`config.mk`:
```
export PLATFORM = sky130hd
export DESIGN_NAME = csp_loop_ctrl
export DESIGN_NICKNAME = d
export VERILOG_FILES = /design/src/include/csp_pkg.sv /design/src/hdl/csp_loop_ctrl.sv
export SDC_FILE = /design/constraint.sdc
export NUM_CORES = 1
export LEC_CHECK = 0
export BUFFER_PORTS_ARGS = -buffer_cell sky130_fd_sc_hd__buf_2
export CORE_ASPECT_RATIO = 1.25
export CORE_UTILIZATION = 45
export CTS_BUF_LIST = sky130_fd_sc_hd__clkbuf_8
export CTS_CLUSTER_DIAMETER = 120
export DETAILED_ROUTE_END_ITERATION = 7
export HOLD_SLACK_MARGIN = 0.05
export MAX_ROUTING_LAYER = met4
export PLACE_DENSITY = 0.65
export SLEW_MARGIN = 20
export SYNTH_ARGS = -nofsm -noshare
export SYNTH_HDL_FRONTEND = slang
export SYNTH_SLANG_ARGS = --single-unit
```
`constraint.sdc`:
```
create_clock -name i_clk -period 7.56 [get_ports i_clk]
set_input_delay 0.756 -clock i_clk [delete_from_list [all_inputs] [get_ports i_clk]]
set_output_delay 0.756 -clock i_clk [all_outputs]
set_load 0.02 [all_outputs]
```
`src/include/csp_pkg.sv`:
```
// Shared constants and types of the clock synthesis loop control block
package csp_pkg;

  // Reference source codes
  localparam logic [1:0] REF_SEL_PIN    = 2'h0;
  localparam logic [1:0] REF_SEL_OSC    = 2'h1;
  localparam logic [1:0] REF_SEL_FABRIC = 2'h2;

  // Feedback source codes
  localparam logic FB_SEL_FABRIC = 1'h0;
  localparam logic FB_SEL_PIN    = 1'h1;

  // Field widths
  localparam int FB_DIV_W   = 7;
  localparam int OUT_EXP_W  = 3;
  localparam int PH_MAG_W   = 8;
  localparam int PER_W      = 16;
  localparam int DIV_CNT_W  = 6;
  localparam int SYNC_W     = 7;

  // Largest output divide exponent (divide by 64)
  localparam logic [OUT_EXP_W-1:0] OUT_EXP_MAX = 3'h6;

  // Phase shift setting: delay or advance by a count of accumulator units, each 1/(2*fb_div) of a system clock cycle
  typedef struct packed {
    logic                dly;
    logic [PH_MAG_W-1:0] mag;
  } csp_phase_t;

  // Loop settings, shifted in serially MSB first (23 bits)
  typedef struct packed {
    logic [FB_DIV_W-1:0]  fb_div;
    logic [OUT_EXP_W-1:0] out_exp;
    logic [1:0]           ref_sel;
    logic                 fb_sel;
    logic                 ph_dynamic;
    csp_phase_t           phase;
  } csp_cfg_t;

  localparam int CFG_W = $bits(csp_cfg_t);

  // Settings after system reset: x1, divide by 1, pin reference, internal feedback
  localparam csp_cfg_t CFG_RESET = '{fb_div: 7'h01, out_exp: 3'h0, ref_sel: 2'h0,
                                     fb_sel: 1'h0, ph_dynamic: 1'h0,
                                     phase: '{dly: 1'h0, mag: 8'h00}};

  // Lock settling time
  localparam int CLK_HZ          = 20_000_000;
  localparam int SETTLE_TIME_NS  = 50_000;
  localparam int SETTLE_CYC      = (SETTLE_TIME_NS * (CLK_HZ / 1_000_000) + 999) / 1000;
  localparam int SETTLE_W        = 11;

endpackage : csp_pkg

```
`src/hdl/csp_loop_ctrl.sv`:
```
// Clock synthesis loop control: source select, multiply, divide, phase, lock, serial setup
//
// Overview of operation
// - Reference from pin, oscillator or fabric.
// - Feedback from fabric route or pin.
// - Output frequency is reference times feedback divider.
// - Output divider 1 to 64, powers of two.
// - Output drives global network and fabric.
// - Lock raised when locked, dropped on loss.
// - Phase shift advances or delays output.
// - Phase fixed by settings or changed live.
// - Live phase change drops lock until settled, with fabric feedback only.
// - Serial bits shifted in as pending settings.
// - Loop reset pulse applies pending settings, relocks.
`timescale 1ns/1ps

module csp_loop_ctrl
  import csp_pkg::*;
(
  input  wire logic              i_clk,
  input  wire logic              i_sys_rst,
  input  wire logic              i_ref_pin,
  input  wire logic              i_ref_osc,
  input  wire logic              i_ref_fabric,
  input  wire logic              i_fb_pin,
  input  wire logic              i_cfg_shift_clk,
  input  wire logic              i_cfg_shift_data,
  input  wire logic              i_loop_rst,
  input  wire csp_pkg::csp_phase_t i_dyn_phase,
  output logic                   o_synth_clk_gbuf,
  output logic                   o_synth_clk_fabric,
  output logic                   o_lock,
  output csp_pkg::csp_cfg_t      o_active_cfg,
  output csp_pkg::csp_cfg_t      o_pending_cfg
);
  import csp_pkg::*;

  typedef enum logic [1:0] {LK_HOLD, LK_SETTLE, LK_LOCKED} csp_lock_t;

  // Input synchronisers; stage one is read only by stage two
  logic [SYNC_W-1:0] sync1;
  logic [SYNC_W-1:0] sync2;
  csp_phase_t        ph_sync1;
  csp_phase_t        ph_sync2;
  csp_phase_t        ph_sync3;
  csp_phase_t        ph_live, next_ph_live;

  always_ff @(posedge i_clk or posedge i_sys_rst) begin
    if (i_sys_rst) begin
      sync1    <= '0;
      sync2    <= '0;
      ph_sync1 <= '0;
      ph_sync2 <= '0;
      ph_sync3 <= '0;
      ph_live  <= '0;
    end else begin
      sync1    <= {i_ref_pin, i_ref_osc, i_ref_fabric, i_fb_pin,
                   i_cfg_shift_clk, i_cfg_shift_data, i_loop_rst};
      sync2    <= sync1;
      ph_sync1 <= i_dyn_phase;
      ph_sync2 <= ph_sync1;
      ph_sync3 <= ph_sync2;
      ph_live  <= next_ph_live;
    end
  end

  // The phase word is synced bit by bit, so it is taken only once two samples agree
  always_comb begin
    next_ph_live = ph_live;
    if (ph_sync2 == ph_sync3) begin
      next_ph_live = ph_sync2;
    end
  end

  logic ref_pin_s;
  logic ref_osc_s;
  logic ref_fab_s;
  logic fb_pin_s;
  logic sclk_s;
  logic sdata_s;
  logic loop_rst_s;
  assign {ref_pin_s, ref_osc_s, ref_fab_s, fb_pin_s, sclk_s, sdata_s, loop_rst_s} = sync2;

  // Serial settings port and active settings
  csp_cfg_t pending, next_pending;
  csp_cfg_t active, next_active;
  logic     sclk_q, next_sclk_q;

  always_comb begin
    next_sclk_q  = sclk_s;
    next_pending = pending;
    next_active  = active;
    if (sclk_s && !sclk_q) begin
      next_pending = csp_cfg_t'({pending[CFG_W-2:0], sdata_s});
    end
    // Settings swap only under loop reset, so a half-shifted word never takes effect
    if (loop_rst_s) begin
      next_active = pending;
      if (pending.out_exp > OUT_EXP_MAX) begin
        next_active.out_exp = OUT_EXP_MAX;
      end
      if (pending.fb_div == '0) begin
        next_active.fb_div = 7'h01;
      end
    end
  end

  always_ff @(posedge i_clk or posedge i_sys_rst) begin
    if (i_sys_rst) begin
      sclk_q  <= 1'b0;
      pending <= CFG_RESET;
      active  <= CFG_RESET;
    end else begin
      sclk_q  <= next_sclk_q;
      pending <= next_pending;
      active  <= next_active;
    end
  end

  // Reference selection and period measurement
  logic ref_clk_in;
  always_comb begin
    case (active.ref_sel)
      REF_SEL_PIN:    ref_clk_in = ref_pin_s;
      REF_SEL_OSC:    ref_clk_in = ref_osc_s;
      REF_SEL_FABRIC: ref_clk_in = ref_fab_s;
      default:        ref_clk_in = ref_pin_s;
    endcase
  end

  csp_phase_t       phase_now;
  logic             ref_q, next_ref_q;
  logic             ref_edge;
  logic [PER_W-1:0] per_cnt, next_per_cnt;
  logic [PER_W-1:0] per_last, next_per_last;
  logic [PER_W-1:0] acc, next_acc;
  logic [PER_W:0]   acc_sum;
  logic [PER_W-1:0] preload;
  logic [PER_W-1:0] acc_base;
  logic             synth_clk_out, next_synth;
  logic [DIV_CNT_W-1:0] div_cnt, next_div_cnt;
  logic             out_q, next_out;

  assign phase_now = active.ph_dynamic ? ph_live : active.phase;
  assign ref_edge  = ref_clk_in && !ref_q;

  always_comb begin
    next_ref_q    = ref_clk_in;
    next_per_cnt  = per_cnt + 16'h0001;
    next_per_last = per_last;
    next_synth    = synth_clk_out;
    next_div_cnt  = div_cnt;
    next_acc      = acc;
    // Offset kept below one period so the preload stays inside the accumulator range
    if (phase_now.dly) begin
      preload = (per_last > {8'h00, phase_now.mag}) ? per_last - {8'h00, phase_now.mag}
                                                    : 16'h0000;
    end else begin
      preload = (per_last > {8'h00, phase_now.mag}) ? {8'h00, phase_now.mag}
                                                    : 16'h0000;
    end
    // The reference edge cycle steps as well, else each period loses one step
    acc_base      = ref_edge ? preload : acc;
    // Bresenham step: 2*fb_div toggles per reference period
    acc_sum       = {1'b0, acc_base}
                  + {{(PER_W-FB_DIV_W){1'b0}}, active.fb_div, 1'b0};
    if (ref_edge) begin
      next_per_cnt  = 16'h0001;
      next_per_last = per_cnt;
    end
    if (per_last != '0) begin
      if (acc_sum >= {1'b0, per_last}) begin
        next_acc   = acc_sum[PER_W-1:0] - per_last;
        next_synth = !synth_clk_out;
        if (!synth_clk_out) begin
          next_div_cnt = div_cnt + 6'h01;
        end
      end else begin
        next_acc = acc_sum[PER_W-1:0];
      end
    end
    // Loop reset parks the output low and restarts the accumulator
    if (loop_rst_s) begin
      next_acc     = '0;
      next_synth   = 1'b0;
      next_div_cnt = '0;
    end
    if (active.out_exp == '0) begin
      next_out = synth_clk_out;
    end else begin
      next_out = div_cnt[active.out_exp - 3'h1];
    end
  end

  always_ff @(posedge i_clk or posedge i_sys_rst) begin
    if (i_sys_rst) begin
      ref_q         <= 1'b0;
      per_cnt       <= '0;
      per_last      <= '0;
      acc           <= '0;
      synth_clk_out <= 1'b0;
      div_cnt       <= '0;
      out_q         <= 1'b0;
    end else begin
      ref_q         <= next_ref_q;
      per_cnt       <= next_per_cnt;
      per_last      <= next_per_last;
      acc           <= next_acc;
      synth_clk_out <= next_synth;
      div_cnt       <= next_div_cnt;
      out_q         <= next_out;
    end
  end

  // One flop feeds both loads so the two copies never skew
  assign o_synth_clk_gbuf   = out_q;
  assign o_synth_clk_fabric = out_q;

  // Lock detection: count feedback rising edges per reference period
  csp_lock_t           lk_state, next_lk_state;
  logic                loop_feedback_in;
  logic                fb_q, next_fb_q;
  logic [7:0]          fb_cnt, next_fb_cnt;
  logic [SETTLE_W-1:0] settle_cnt, next_settle_cnt;
  csp_phase_t          ph_q, next_ph_q;
  logic                period_ok;
  logic                ph_moved;

  // Feedback is the undivided synthesized clock, internally or looped back on a pin
  assign loop_feedback_in = (active.fb_sel == FB_SEL_PIN) ? fb_pin_s : synth_clk_out;
  // One edge of slack either way, for an edge that meets the reference edge
  assign period_ok = (fb_cnt + 8'h01 >= {1'b0, active.fb_div})
                  && (fb_cnt <= {1'b0, active.fb_div} + 8'h01);
  assign ph_moved  = active.ph_dynamic && (ph_live != ph_q);

  always_comb begin
    next_fb_q       = loop_feedback_in;
    next_ph_q       = ph_live;
    next_fb_cnt     = fb_cnt;
    next_settle_cnt = settle_cnt;
    next_lk_state   = lk_state;
    if (loop_feedback_in && !fb_q && fb_cnt != 8'hFF) begin
      next_fb_cnt = fb_cnt + 8'h01;
    end
    if (ref_edge) begin
      next_fb_cnt = '0;
    end
    if (settle_cnt != SETTLE_CYC[SETTLE_W-1:0]) begin
      next_settle_cnt = settle_cnt + 11'h001;
    end
    // Lock is declared only at a reference edge after a full settle count
    case (lk_state)
      LK_HOLD: begin
        next_settle_cnt = '0;
        next_lk_state   = LK_SETTLE;
      end
      LK_SETTLE: begin
        if (ref_edge && !period_ok) begin
          next_settle_cnt = '0;
        end else if (ref_edge && settle_cnt == SETTLE_CYC[SETTLE_W-1:0]) begin
          next_lk_state = LK_LOCKED;
        end
      end
      LK_LOCKED: begin
        if (ref_edge && !period_ok) begin
          next_lk_state = LK_HOLD;
        end
      end
      default: next_lk_state = LK_HOLD;
    endcase
    // A live phase step may disturb the feedback, so settling restarts in full
    if (ph_moved && active.fb_sel == FB_SEL_FABRIC) begin
      next_lk_state = LK_HOLD;
    end
    if (loop_rst_s) begin
      next_lk_state = LK_HOLD;
    end
  end

  always_ff @(posedge i_clk or posedge i_sys_rst) begin
    if (i_sys_rst) begin
      lk_state   <= LK_HOLD;
      fb_q       <= 1'b0;
      fb_cnt     <= '0;
      settle_cnt <= '0;
      ph_q       <= '0;
    end else begin
      lk_state   <= next_lk_state;
      fb_q       <= next_fb_q;
      fb_cnt     <= next_fb_cnt;
      settle_cnt <= next_settle_cnt;
      ph_q       <= next_ph_q;
    end
  end

  assign o_lock        = (lk_state == LK_LOCKED);
  assign o_active_cfg  = active;
  assign o_pending_cfg = pending;

endmodule : csp_loop_ctrl

```
==> flow_metrics.env, run 1 <==
export IMPL_run_status="finished, final reports clean"
export IMPL_clk_latency_ps=480
export IMPL_worstPathMaxFanout=35
export IMPL_power_density_nw_per_um2=398
export IMPL_drtIter0Drc=372
export IMPL_rsz0062_at_grt="no"
export IMPL_routed_via_density=5.51
export IMPL_dp_cells=1287
export IMPL_p_total_mw=4.40
export IMPL_skew_ps=23.4
export IMPL_comb_power_share=0.534
export IMPL_die_h_um=169
export IMPL_slew_viol_final=0
export IMPL_place_ws_ps=591
export IMPL_gr_total_overflow=0
export IMPL_drc_errors=0
export IMPL_die_w_um=135
export IMPL_nNetsFinal=1105
export IMPL_ys_seq_area_frac=0.464
export IMPL_synth_area_leaders="dfrtp_1, ha_1, mux2_2"
export IMPL_power_internal_mw=2.40
export IMPL_cts_sinks=185
export IMPL_path_clk_slew_ps=110
export IMPL_fin_crit_ps=6910
export IMPL_cp_end_kind="flip-flop"
export IMPL_netlist_instances=968
export IMPL_yosys_warnings=0
export IMPL_grt_pass1_wl_um=36700
export IMPL_vdd_ir_drop_worst_mv=0.299
export IMPL_syn_to_final_growth_pct=10.7
export IMPL_io_buffers=66
export IMPL_crit_type="flip-flop to flip-flop"
export IMPL_p_leak_nw=5.17
export IMPL_initial_utilization=0.462
export IMPL_netlist_area_leader_share=0.459
export IMPL_ant_nets=0
export IMPL_setup_viol=0
export IMPL_synth_area_per_cell_um2=10.3
export IMPL_fin_tns_setup_ps=0
export IMPL_critPathLaunchType="flip-flop"
export IMPL_p_clk_frac=0.161
export IMPL_die_area_um2=22800
export IMPL_clock_path_buffers=2
export IMPL_placeableCoreArea_um2=21600
export IMPL_fillers=1999
export IMPL_holdWs_ps=357
export IMPL_relSlewSlack=0.367
export IMPL_yosysTopAreaCell="dfrtp_1"
export IMPL_hold_path_class="flip-flop to flip-flop"
export IMPL_hold_viol=0
export IMPL_grt_util_all_layers=0.211
export IMPL_slowest_delay_ps=440
export IMPL_cts_buffers=17
export IMPL_async_reset_ff_frac=1.00
export IMPL_vias=7268
export IMPL_dp_hpwl_um=15800
export IMPL_cts_htree_levels=4
export IMPL_grt_pass1_vias=7290
export IMPL_ioPinCount=67
export IMPL_wl_um=21900
export IMPL_synth_main_ff_cell="dfrtp_1"
export IMPL_row_count=60
export IMPL_cap_violations=0
export IMPL_tightest_slew_ps=945
export IMPL_n_antenna_cell=0
export IMPL_max_freq_mhz=145
export IMPL_fin_crit_sh=0.915
export IMPL_startpoint="o_active_cfg[9]"
export IMPL_synthDistinctLibCells=75
export IMPL_syn_area_um2=9990
export IMPL_power_switching_mw=1.99
export IMPL_syn_num_nets=1046
export IMPL_layout_cells_non_filler=1319
export IMPL_rrSetupSlack_ps=650
export IMPL_cts_root_buf="clkbuf_8"
export IMPL_critical_path_slowest_cell="or3_1"
export IMPL_min_from="ph_sync1[0]"
export IMPL_synth_seq_cells=185
export IMPL_grt_max_degree=111
export IMPL_rr_startpoint="o_active_cfg[9]"
export IMPL_post_cts_buffers=0
export IMPL_layout_drive_gt1_share=0.169
export IMPL_cts_tree="built"
export IMPL_p_sw_frac=0.453
export IMPL_antenna_found_initial=0
export IMPL_gp_congestion=0.910
export IMPL_worst_slack_ps=646
export IMPL_power_frac_seq=0.305
export IMPL_crit_arrival_ps=7270
export IMPL_final_cell_mix="dfrtp_1, nand2_1, buf_2"
export IMPL_wire_per_inst_um=16.6
export IMPL_cp_data_required_time_ps=7920
export IMPL_synth_edf_count=0
export IMPL_final_common_cell="dfrtp_1"
export IMPL_drt_pass1_iter_count=5
## repair_timing
item	4_1_cts	5_1_grt
endpoints found under the hold margin	0	0
hold buffers	0	0
resized for setup	0	5
endpoints found under the setup margin	0	6
## registers in the layout, summed over array words and instances (netlist names), 11 cells and up
| register | cells |
|---|---|
| settle_cnt | 11 |
| o_active_cfg | 23 |
| per_last | 16 |
| o_pending_cfg | 23 |
| acc | 16 |
| per_cnt | 16 |
## through the flow
stage / util / cell area, um2
global placement: 0.491 / 10600
global route: 0.511 / 11100
floorplan: - / 9990
finish: 0.511 / 11100
CTS: 0.510 / 11000
detailed placement: 0.491 / 10600
## synthesized netlist by cell type, drive strengths merged (3+ instances only)
cell type	instances
dfrtp	183
nand2	95
o21ai	65
nor2	61
ha	57
mux2	49
inv	48
xor2	44
xnor2	40
a21oi	36
nand3	31
mux2i	18
clkbuf	17
buf	16
and3	15
nor2b	15
a21o	14
nor3	14
nand4	12
nand2b	10
nor4	10
or3	10
o311ai	8
o31ai	8
or4	8
a31oi	7
o21a	7
a211oi	6
o211ai	5
a21boi	4
a22o	4
a31o	4
and2	4
a311oi	3
fa	3
nor4b	3
o31a	3
or2	3
## cell families after synthesis
kind of cell | share of synthesized area
muxes | 0.0755
adders and majority gates | 0.0774
AOI/OAI and AO/OA | 0.128
buffers and inverters | 0.0327
and+or+nand+nor | 0.149
xor gates and xnor gates | 0.0737
DFF | 0.464
## worst paths after layout
check	endpoint	cells after the start
worst min register to register	ph_sync2[0]	0
worst max-delay path	div_cnt[2]	28
min in group asynchronous	sclk_q	2
max in group asynchronous	per_last[10]	3
worst max register to register	div_cnt[2]	28
worst min-delay path	ph_sync2[0]	0
## critical path: cells and delay by family, from the launching register on
kind	cells	cell delay, ps
multiplexers	2	660
AND/OR/NAND/NOR	9	1950
buffers and inverters	2	430
XOR/XNOR	1	160
AO/OA/AOI/OAI	11	2160
adder cells (fa/ha/maj)	3	1020
flip-flops	1	390
## layout make-up
cell class / instances / area, um2 / share of cell area
inverter: 48 / 188 / 0.0170
tap: 279 / 349 / 0.0316
sequential: 185 / 4630 / 0.419
multi-input combinational: 702 / 5060 / 0.458
clock inverter: 15 / 193 / 0.0174
clock buffer: 17 / 234 / 0.0212
timing repair buffer: 73 / 395 / 0.0358
## power by group through the flow
stage          Sequential (mW)  Clock [mW]  Combinational, mW
2_1_floorplan             1.40           0               1.70
3_3_place_gp              1.36           0               2.30
3_5_place_dp              1.36           0               2.32
4_1_cts                   1.34       0.727               2.33
5_1_grt                   1.37       0.767               2.58
6_report                  1.34       0.709               2.35
## metal layers
metal,up-vias,GRT usage,part of all wire
met3,43,0.0291,0.027
met2,134,0.338,0.49
li1,3546,-,-
met5,-,-,0
met1,3545,0.268,0.45
met4,0,0.0904,0.034
(Power assumes the default switching activity.)
==> run 2: changes to the inputs <==
--- a/config.mk
+++ b/config.mk
@@ -7,10 +7,12 @@
 export LEC_CHECK = 0
 export BUFFER_PORTS_ARGS = -buffer_cell sky130_fd_sc_hd__buf_2
 export CORE_ASPECT_RATIO = 1.25
+export CORE_MARGIN = 8
 export CORE_UTILIZATION = 45
 export CTS_BUF_LIST = sky130_fd_sc_hd__clkbuf_8
 export CTS_CLUSTER_DIAMETER = 120
 export DETAILED_ROUTE_END_ITERATION = 7
+export GPL_ROUTABILITY_DRIVEN = 1
 export HOLD_SLACK_MARGIN = 0.05
 export MAX_ROUTING_LAYER = met4
 export PLACE_DENSITY = 0.65
==> run 2 against run 1 <==
Via count shrank 0.47%. Register-to-register slack lost 110 ps. Worst setup slack lost 110 ps. Count of clock-buffer cells in the layout is the same. Sequential share of layout area is the same. Total power shrank 0.31%. Clock power shrank 4.5%. Sequential cell count is the same. Clock skew shrank 4.0 ps. Sequential power is essentially flat. Utilization shrank 1.0 points. Critical path depth is the same.
==> flow_metrics.env, run 2 (same netlist as run 1, synthesis figures left out) <==
export IMPL_cts_buffers=17
export IMPL_layout_cells_non_filler=1323
export IMPL_cap_violations=0
export IMPL_layout_drive_gt1_share=0.169
export IMPL_final_cell_mix="dfrtp_1, nand2_1, buf_2"
export IMPL_gr_total_overflow=0
export IMPL_path_clk_slew_ps=100
export IMPL_power_density_nw_per_um2=396
export IMPL_fin_tns_setup_ps=0
export IMPL_fillers=1981
export IMPL_grt_pass1_vias=7290
export IMPL_grt_pass1_wl_um=36900
export IMPL_fin_crit_sh=0.929
export IMPL_ant_nets=0
export IMPL_dp_cells=1291
export IMPL_dp_hpwl_um=16000
export IMPL_cts_tree="built"
export IMPL_clk_latency_ps=490
export IMPL_cp_top_family="compound AO/OA/AOI/OAI gates"
export IMPL_wire_per_inst_um=16.8
export IMPL_holdWs_ps=357
export IMPL_skew_ps=19.4
export IMPL_drt_pass1_iter_count=4
export IMPL_wl_um=22200
export IMPL_gp_congestion=0.930
export IMPL_hold_viol=0
export IMPL_vdd_ir_drop_worst_mv=0.355
export IMPL_cts_sinks=185
export IMPL_initial_utilization=0.453
export IMPL_timing_critical_path_buf_inv=2
export IMPL_p_leak_nw=5.18
export IMPL_crit_arrival_ps=7390
export IMPL_critPathLaunchType="flip-flop"
export IMPL_cp_data_required_time_ps=7920
export IMPL_die_h_um=183
export IMPL_n_antenna_cell=0
export IMPL_fin_crit_ps=7020
export IMPL_antenna_found_initial=0
export IMPL_row_count=61
export IMPL_cts_htree_levels=4
export IMPL_crit_type="flip-flop to flip-flop"
export IMPL_worstPathMaxFanout=35
export IMPL_syn_to_final_growth_pct=10.7
export IMPL_ioPinCount=67
export IMPL_worst_slack_ps=536
export IMPL_drc_errors=0
export IMPL_die_area_um2=27200
export IMPL_clock_path_buffers=2
export IMPL_placeableCoreArea_um2=22100
export IMPL_critical_path_slowest_cell="dfrtp_1"
export IMPL_slew_viol_final=0
export IMPL_setup_viol=0
export IMPL_cts_root_buf="clkbuf_8"
export IMPL_place_ws_ps=549
export IMPL_final_util=0.501
export IMPL_hold_path_class="flip-flop to flip-flop"
export IMPL_grt_max_degree=105
export IMPL_cp_end_kind="flip-flop"
export IMPL_tightest_slew_ps=942
export IMPL_grt_util_all_layers=0.174
export IMPL_run_status="finished, final reports clean"
export IMPL_routed_via_density=5.47
export IMPL_io_buffers=66
export IMPL_die_w_um=149
export IMPL_drtIter0Drc=408
export IMPL_slowest_delay_ps=470
export IMPL_nNetsFinal=1105
export IMPL_rsz0062_at_grt="no"
export IMPL_max_freq_mhz=142
export IMPL_vias=7234
export IMPL_final_common_cell="dfrtp_1"
export IMPL_relSlewSlack=0.370
run 2: cell count changes in the layout (fill, tap and decap cells not counted), sizes merged:
cell      change
clkinv        +1
clkinvlp      -1
run 2: final cells by class:
class / count / area [um2] / share of cell area
Clock buffer: 17 / 234 / 0.0212
Sequential cell: 185 / 4630 / 0.419
Clock inverter: 15 / 173 / 0.0156
Timing Repair Buffer: 73 / 399 / 0.0361
Multi-Input combinational cell: 702 / 5070 / 0.459
Inverter: 48 / 188 / 0.0170
Tap cell: 283 / 354 / 0.0320
run 2: report_power, final:
| group | internal [mW] | switching (mW) | total (mW) | leakage, nW |
|---|---|---|---|---|
| Combinational | 0.952 | 1.41 | 2.36 | 2.57 |
| Clock | 0.279 | 0.398 | 0.677 | 0.210 |
| Sequential | 1.17 | 0.173 | 1.34 | 2.40 |
run 2: layer usage:
metal  vias to the layer above  wire (um)  part of all wire  global-route usage
li1                       3536          -                 -                   -
met1                      3528      10000              0.45               0.214
met2                       135      10800              0.49               0.277
met3                        35        707             0.032              0.0322
met4                         0        635             0.029              0.0704
met5                         -          0                 0                   -
run 2: through the flow:
| stage | power, mW | instance area, um2 |
|---|---|---|
| 4_1_cts | 4.38 | 11000 |
| 3_5_place_dp | 3.68 | 10600 |
| 3_3_place_gp | 3.66 | 10600 |
| 5_1_grt | 4.70 | 11100 |
| 2_1_floorplan | 3.10 | 9990 |
| 6_report | 4.38 | 11100 |
run 2: path summary, 6_finish.rpt:
check | from | to | slack [ps] | cells after the start
hold / removal | sync1[1] | sync2[1] | 360 | 0
setup reg to reg | o_active_cfg[9] | div_cnt[2] | 540 | 28
hold reg to reg | sync1[1] | sync2[1] | 360 | 0
max in group asynchronous | i_sys_rst | ph_sync2[3] | 5980 | 3
setup / recovery | o_active_cfg[9] | div_cnt[2] | 540 | 28
min in group asynchronous | i_sys_rst | sync1[2] | 410 | 2
run 2: repair_timing:
item / in CTS / in global routing
gates resized for setup: 0 / 7
endpoints found under the setup margin: 0 / 3
hold buffers: 0 / 0
setup buffers: 0 / 0
endpoints found under the hold margin: 0 / 0
==> run 3: changes to the inputs <==
--- a/config.mk
+++ b/config.mk
@@ -6,6 +6,7 @@
 export NUM_CORES = 1
 export LEC_CHECK = 0
 export BUFFER_PORTS_ARGS = -buffer_cell sky130_fd_sc_hd__buf_2
+export CAP_MARGIN = 20
 export CORE_ASPECT_RATIO = 1.25
 export CORE_MARGIN = 8
 export CORE_UTILIZATION = 45
@@ -14,7 +15,6 @@
 export DETAILED_ROUTE_END_ITERATION = 7
 export GPL_ROUTABILITY_DRIVEN = 1
 export HOLD_SLACK_MARGIN = 0.05
-export MAX_ROUTING_LAYER = met4
 export PLACE_DENSITY = 0.65
 export SLEW_MARGIN = 20
 export SYNTH_ARGS = -nofsm -noshare
==> run 3 against run 2 <==
Count of clock-buffer cells in the layout did not move. Die area did not move. Total power fell by 0.91%. Largest power group unchanged. Highest routed layer unchanged. Wire length fell by 0.91%. Via count barely moved.
==> flow_metrics.env, run 3 (same netlist as run 1, synthesis figures left out) <==
export IMPL_cp_end_kind="flip-flop"
export IMPL_fin_tns_setup_ps=0
export IMPL_vias=7229
export IMPL_critPathLaunchType="flip-flop"
export IMPL_final_common_cell="dfrtp_1"
export IMPL_layout_drive_gt1_share=0.166
export IMPL_cts_tree="built"
export IMPL_post_dp_cell_area_um2=10600
export IMPL_cp_top_family="compound AO/OA/AOI/OAI gates"
export IMPL_drt_pass1_iter_count=5
export IMPL_io_buffers=66
export IMPL_grt_pass1_vias=7306
export IMPL_timing_critical_path_buf_inv=3
export IMPL_gp_congestion=0.921
export IMPL_top_layer_used="met4"
export IMPL_skew_ps=21.3
export IMPL_multi_input_area_um2=5060
export IMPL_routed_wl_met2_um=10700
export IMPL_cts_htree_levels=4
export IMPL_relSlewSlack=0.392
export IMPL_fin_crit_ps=7000
export IMPL_clock_path_buffers=2
export IMPL_antenna_found_initial=0
export IMPL_drtIter0Drc=407
export IMPL_die_h_um=183
export IMPL_cts_sinks=185
export IMPL_ioPinCount=67
export IMPL_tightest_slew_ps=908
export IMPL_drc_errors=0
export IMPL_setup_viol=0
export IMPL_crit_arrival_ps=7360
export IMPL_clk_latency_ps=480
export IMPL_cp_data_required_time_ps=7920
export IMPL_grt_max_degree=105
export IMPL_initial_utilization=0.453
export IMPL_hold_path_class="flip-flop to flip-flop"
export IMPL_n_antenna_cell=0
export IMPL_die_w_um=149
export IMPL_design_area_um2=11000
export IMPL_critical_path_slowest_cell="dfrtp_1"
export IMPL_grt_util_all_layers=0.170
export IMPL_wire_per_inst_um=16.6
export IMPL_m1WireLength_um=9910
export IMPL_min_from="sync1[2]"
export IMPL_startpoint="o_active_cfg[9]"
export IMPL_cts_buffers=17
export IMPL_final_util=0.500
export IMPL_slowest_delay_ps=460
export IMPL_max_freq_mhz=143
export IMPL_path_clk_slew_ps=100
export IMPL_grt_pass1_wl_um=37200
export IMPL_cts_root_buf="clkbuf_8"
export IMPL_cap_violations=0
export IMPL_power_density_nw_per_um2=394
export IMPL_routed_via_density=5.46
export IMPL_fillers=1996
export IMPL_dr_wl_met3_um=792
export IMPL_final_cell_mix="dfrtp_1, nand2_1, buf_2"
export IMPL_register_area_um2=4630
export IMPL_rr_startpoint="o_active_cfg[9]"
export IMPL_run_status="finished, final reports clean"
export IMPL_crit_type="flip-flop to flip-flop"
export IMPL_wl_um=22000
export IMPL_row_count=61
export IMPL_vdd_ir_drop_worst_mv=0.313
export IMPL_rsz0062_at_grt="no"
export IMPL_syn_to_final_growth_pct=10.4
export IMPL_slew_viol_final=0
export IMPL_p_leak_nw=5.16
export IMPL_nNetsFinal=1105
export IMPL_gr_total_overflow=0
export IMPL_placeableCoreArea_um2=22100
export IMPL_ant_nets=0
export IMPL_die_area_um2=27200
export IMPL_fin_crit_sh=0.926
export IMPL_worstPathMaxFanout=35
export IMPL_hold_viol=0
export IMPL_dp_hpwl_um=16100
==> run 3: timing repair <==
| action | in CTS | in global routing |
|---|---|---|
| buffers inserted | 0 | 0 |
| hold buffers | 0 | 0 |
| hold endpoints to repair | 0 | 0 |
| gates resized for setup | 0 | 5 |
| setup endpoints to repair | 0 | 6 |
==> run 3: power by group <==
group	switching (mW)	total (mW)	internal, mW
clock	0.384	0.656	0.273
sequential	0.174	1.34	1.17
combinational	1.39	2.34	0.948
==> run 3: path summary, 6_finish.rpt <==
kind	cells after the start	endpoint	slack [ps]
setup reg to reg	27	div_cnt[2]	560
max in group asynchronous	3	ph_sync1[2]	5960
hold / removal	0	sync2[2]	360
hold reg to reg	0	sync2[2]	360
min in group asynchronous	2	o_pending_cfg[19]	390
setup / recovery	27	div_cnt[2]	560
==> run 3: stage by stage <==
| step | worst slack, ps | power, mW | cells | hold slack, ps |
|---|---|---|---|---|
| 2_1_floorplan | 1020 | 3.10 | 968 | 331 |
| 3_3_place_gp | 786 | 3.66 | 1291 | 332 |
| 3_5_place_dp | 497 | 3.68 | 1291 | 336 |
| 4_1_cts | 460 | 4.35 | 1323 | 343 |
| 5_1_grt | 28.4 | 4.68 | 1323 | 333 |
| 6_report | 559 | 4.34 | 1323 | 355 |
==> run 3: area by class of cell <==
type / instances / share of cell area
Sequential cell: 185 / 0.420
Timing Repair Buffer: 73 / 0.0362
Multi-Input combinational cell: 702 / 0.459
Tap cell: 283 / 0.0321
Clock buffer: 17 / 0.0212
Clock inverter: 15 / 0.0144
Inverter: 48 / 0.0170
==> run 3: layer usage <==
layer / vias to the layer above / track usage
met1: 3532 / 0.215
li1: 3546 / -
met5: - / 0
met3: 27 / 0.0349
met4: 0 / 0.0700
met2: 124 / 0.278
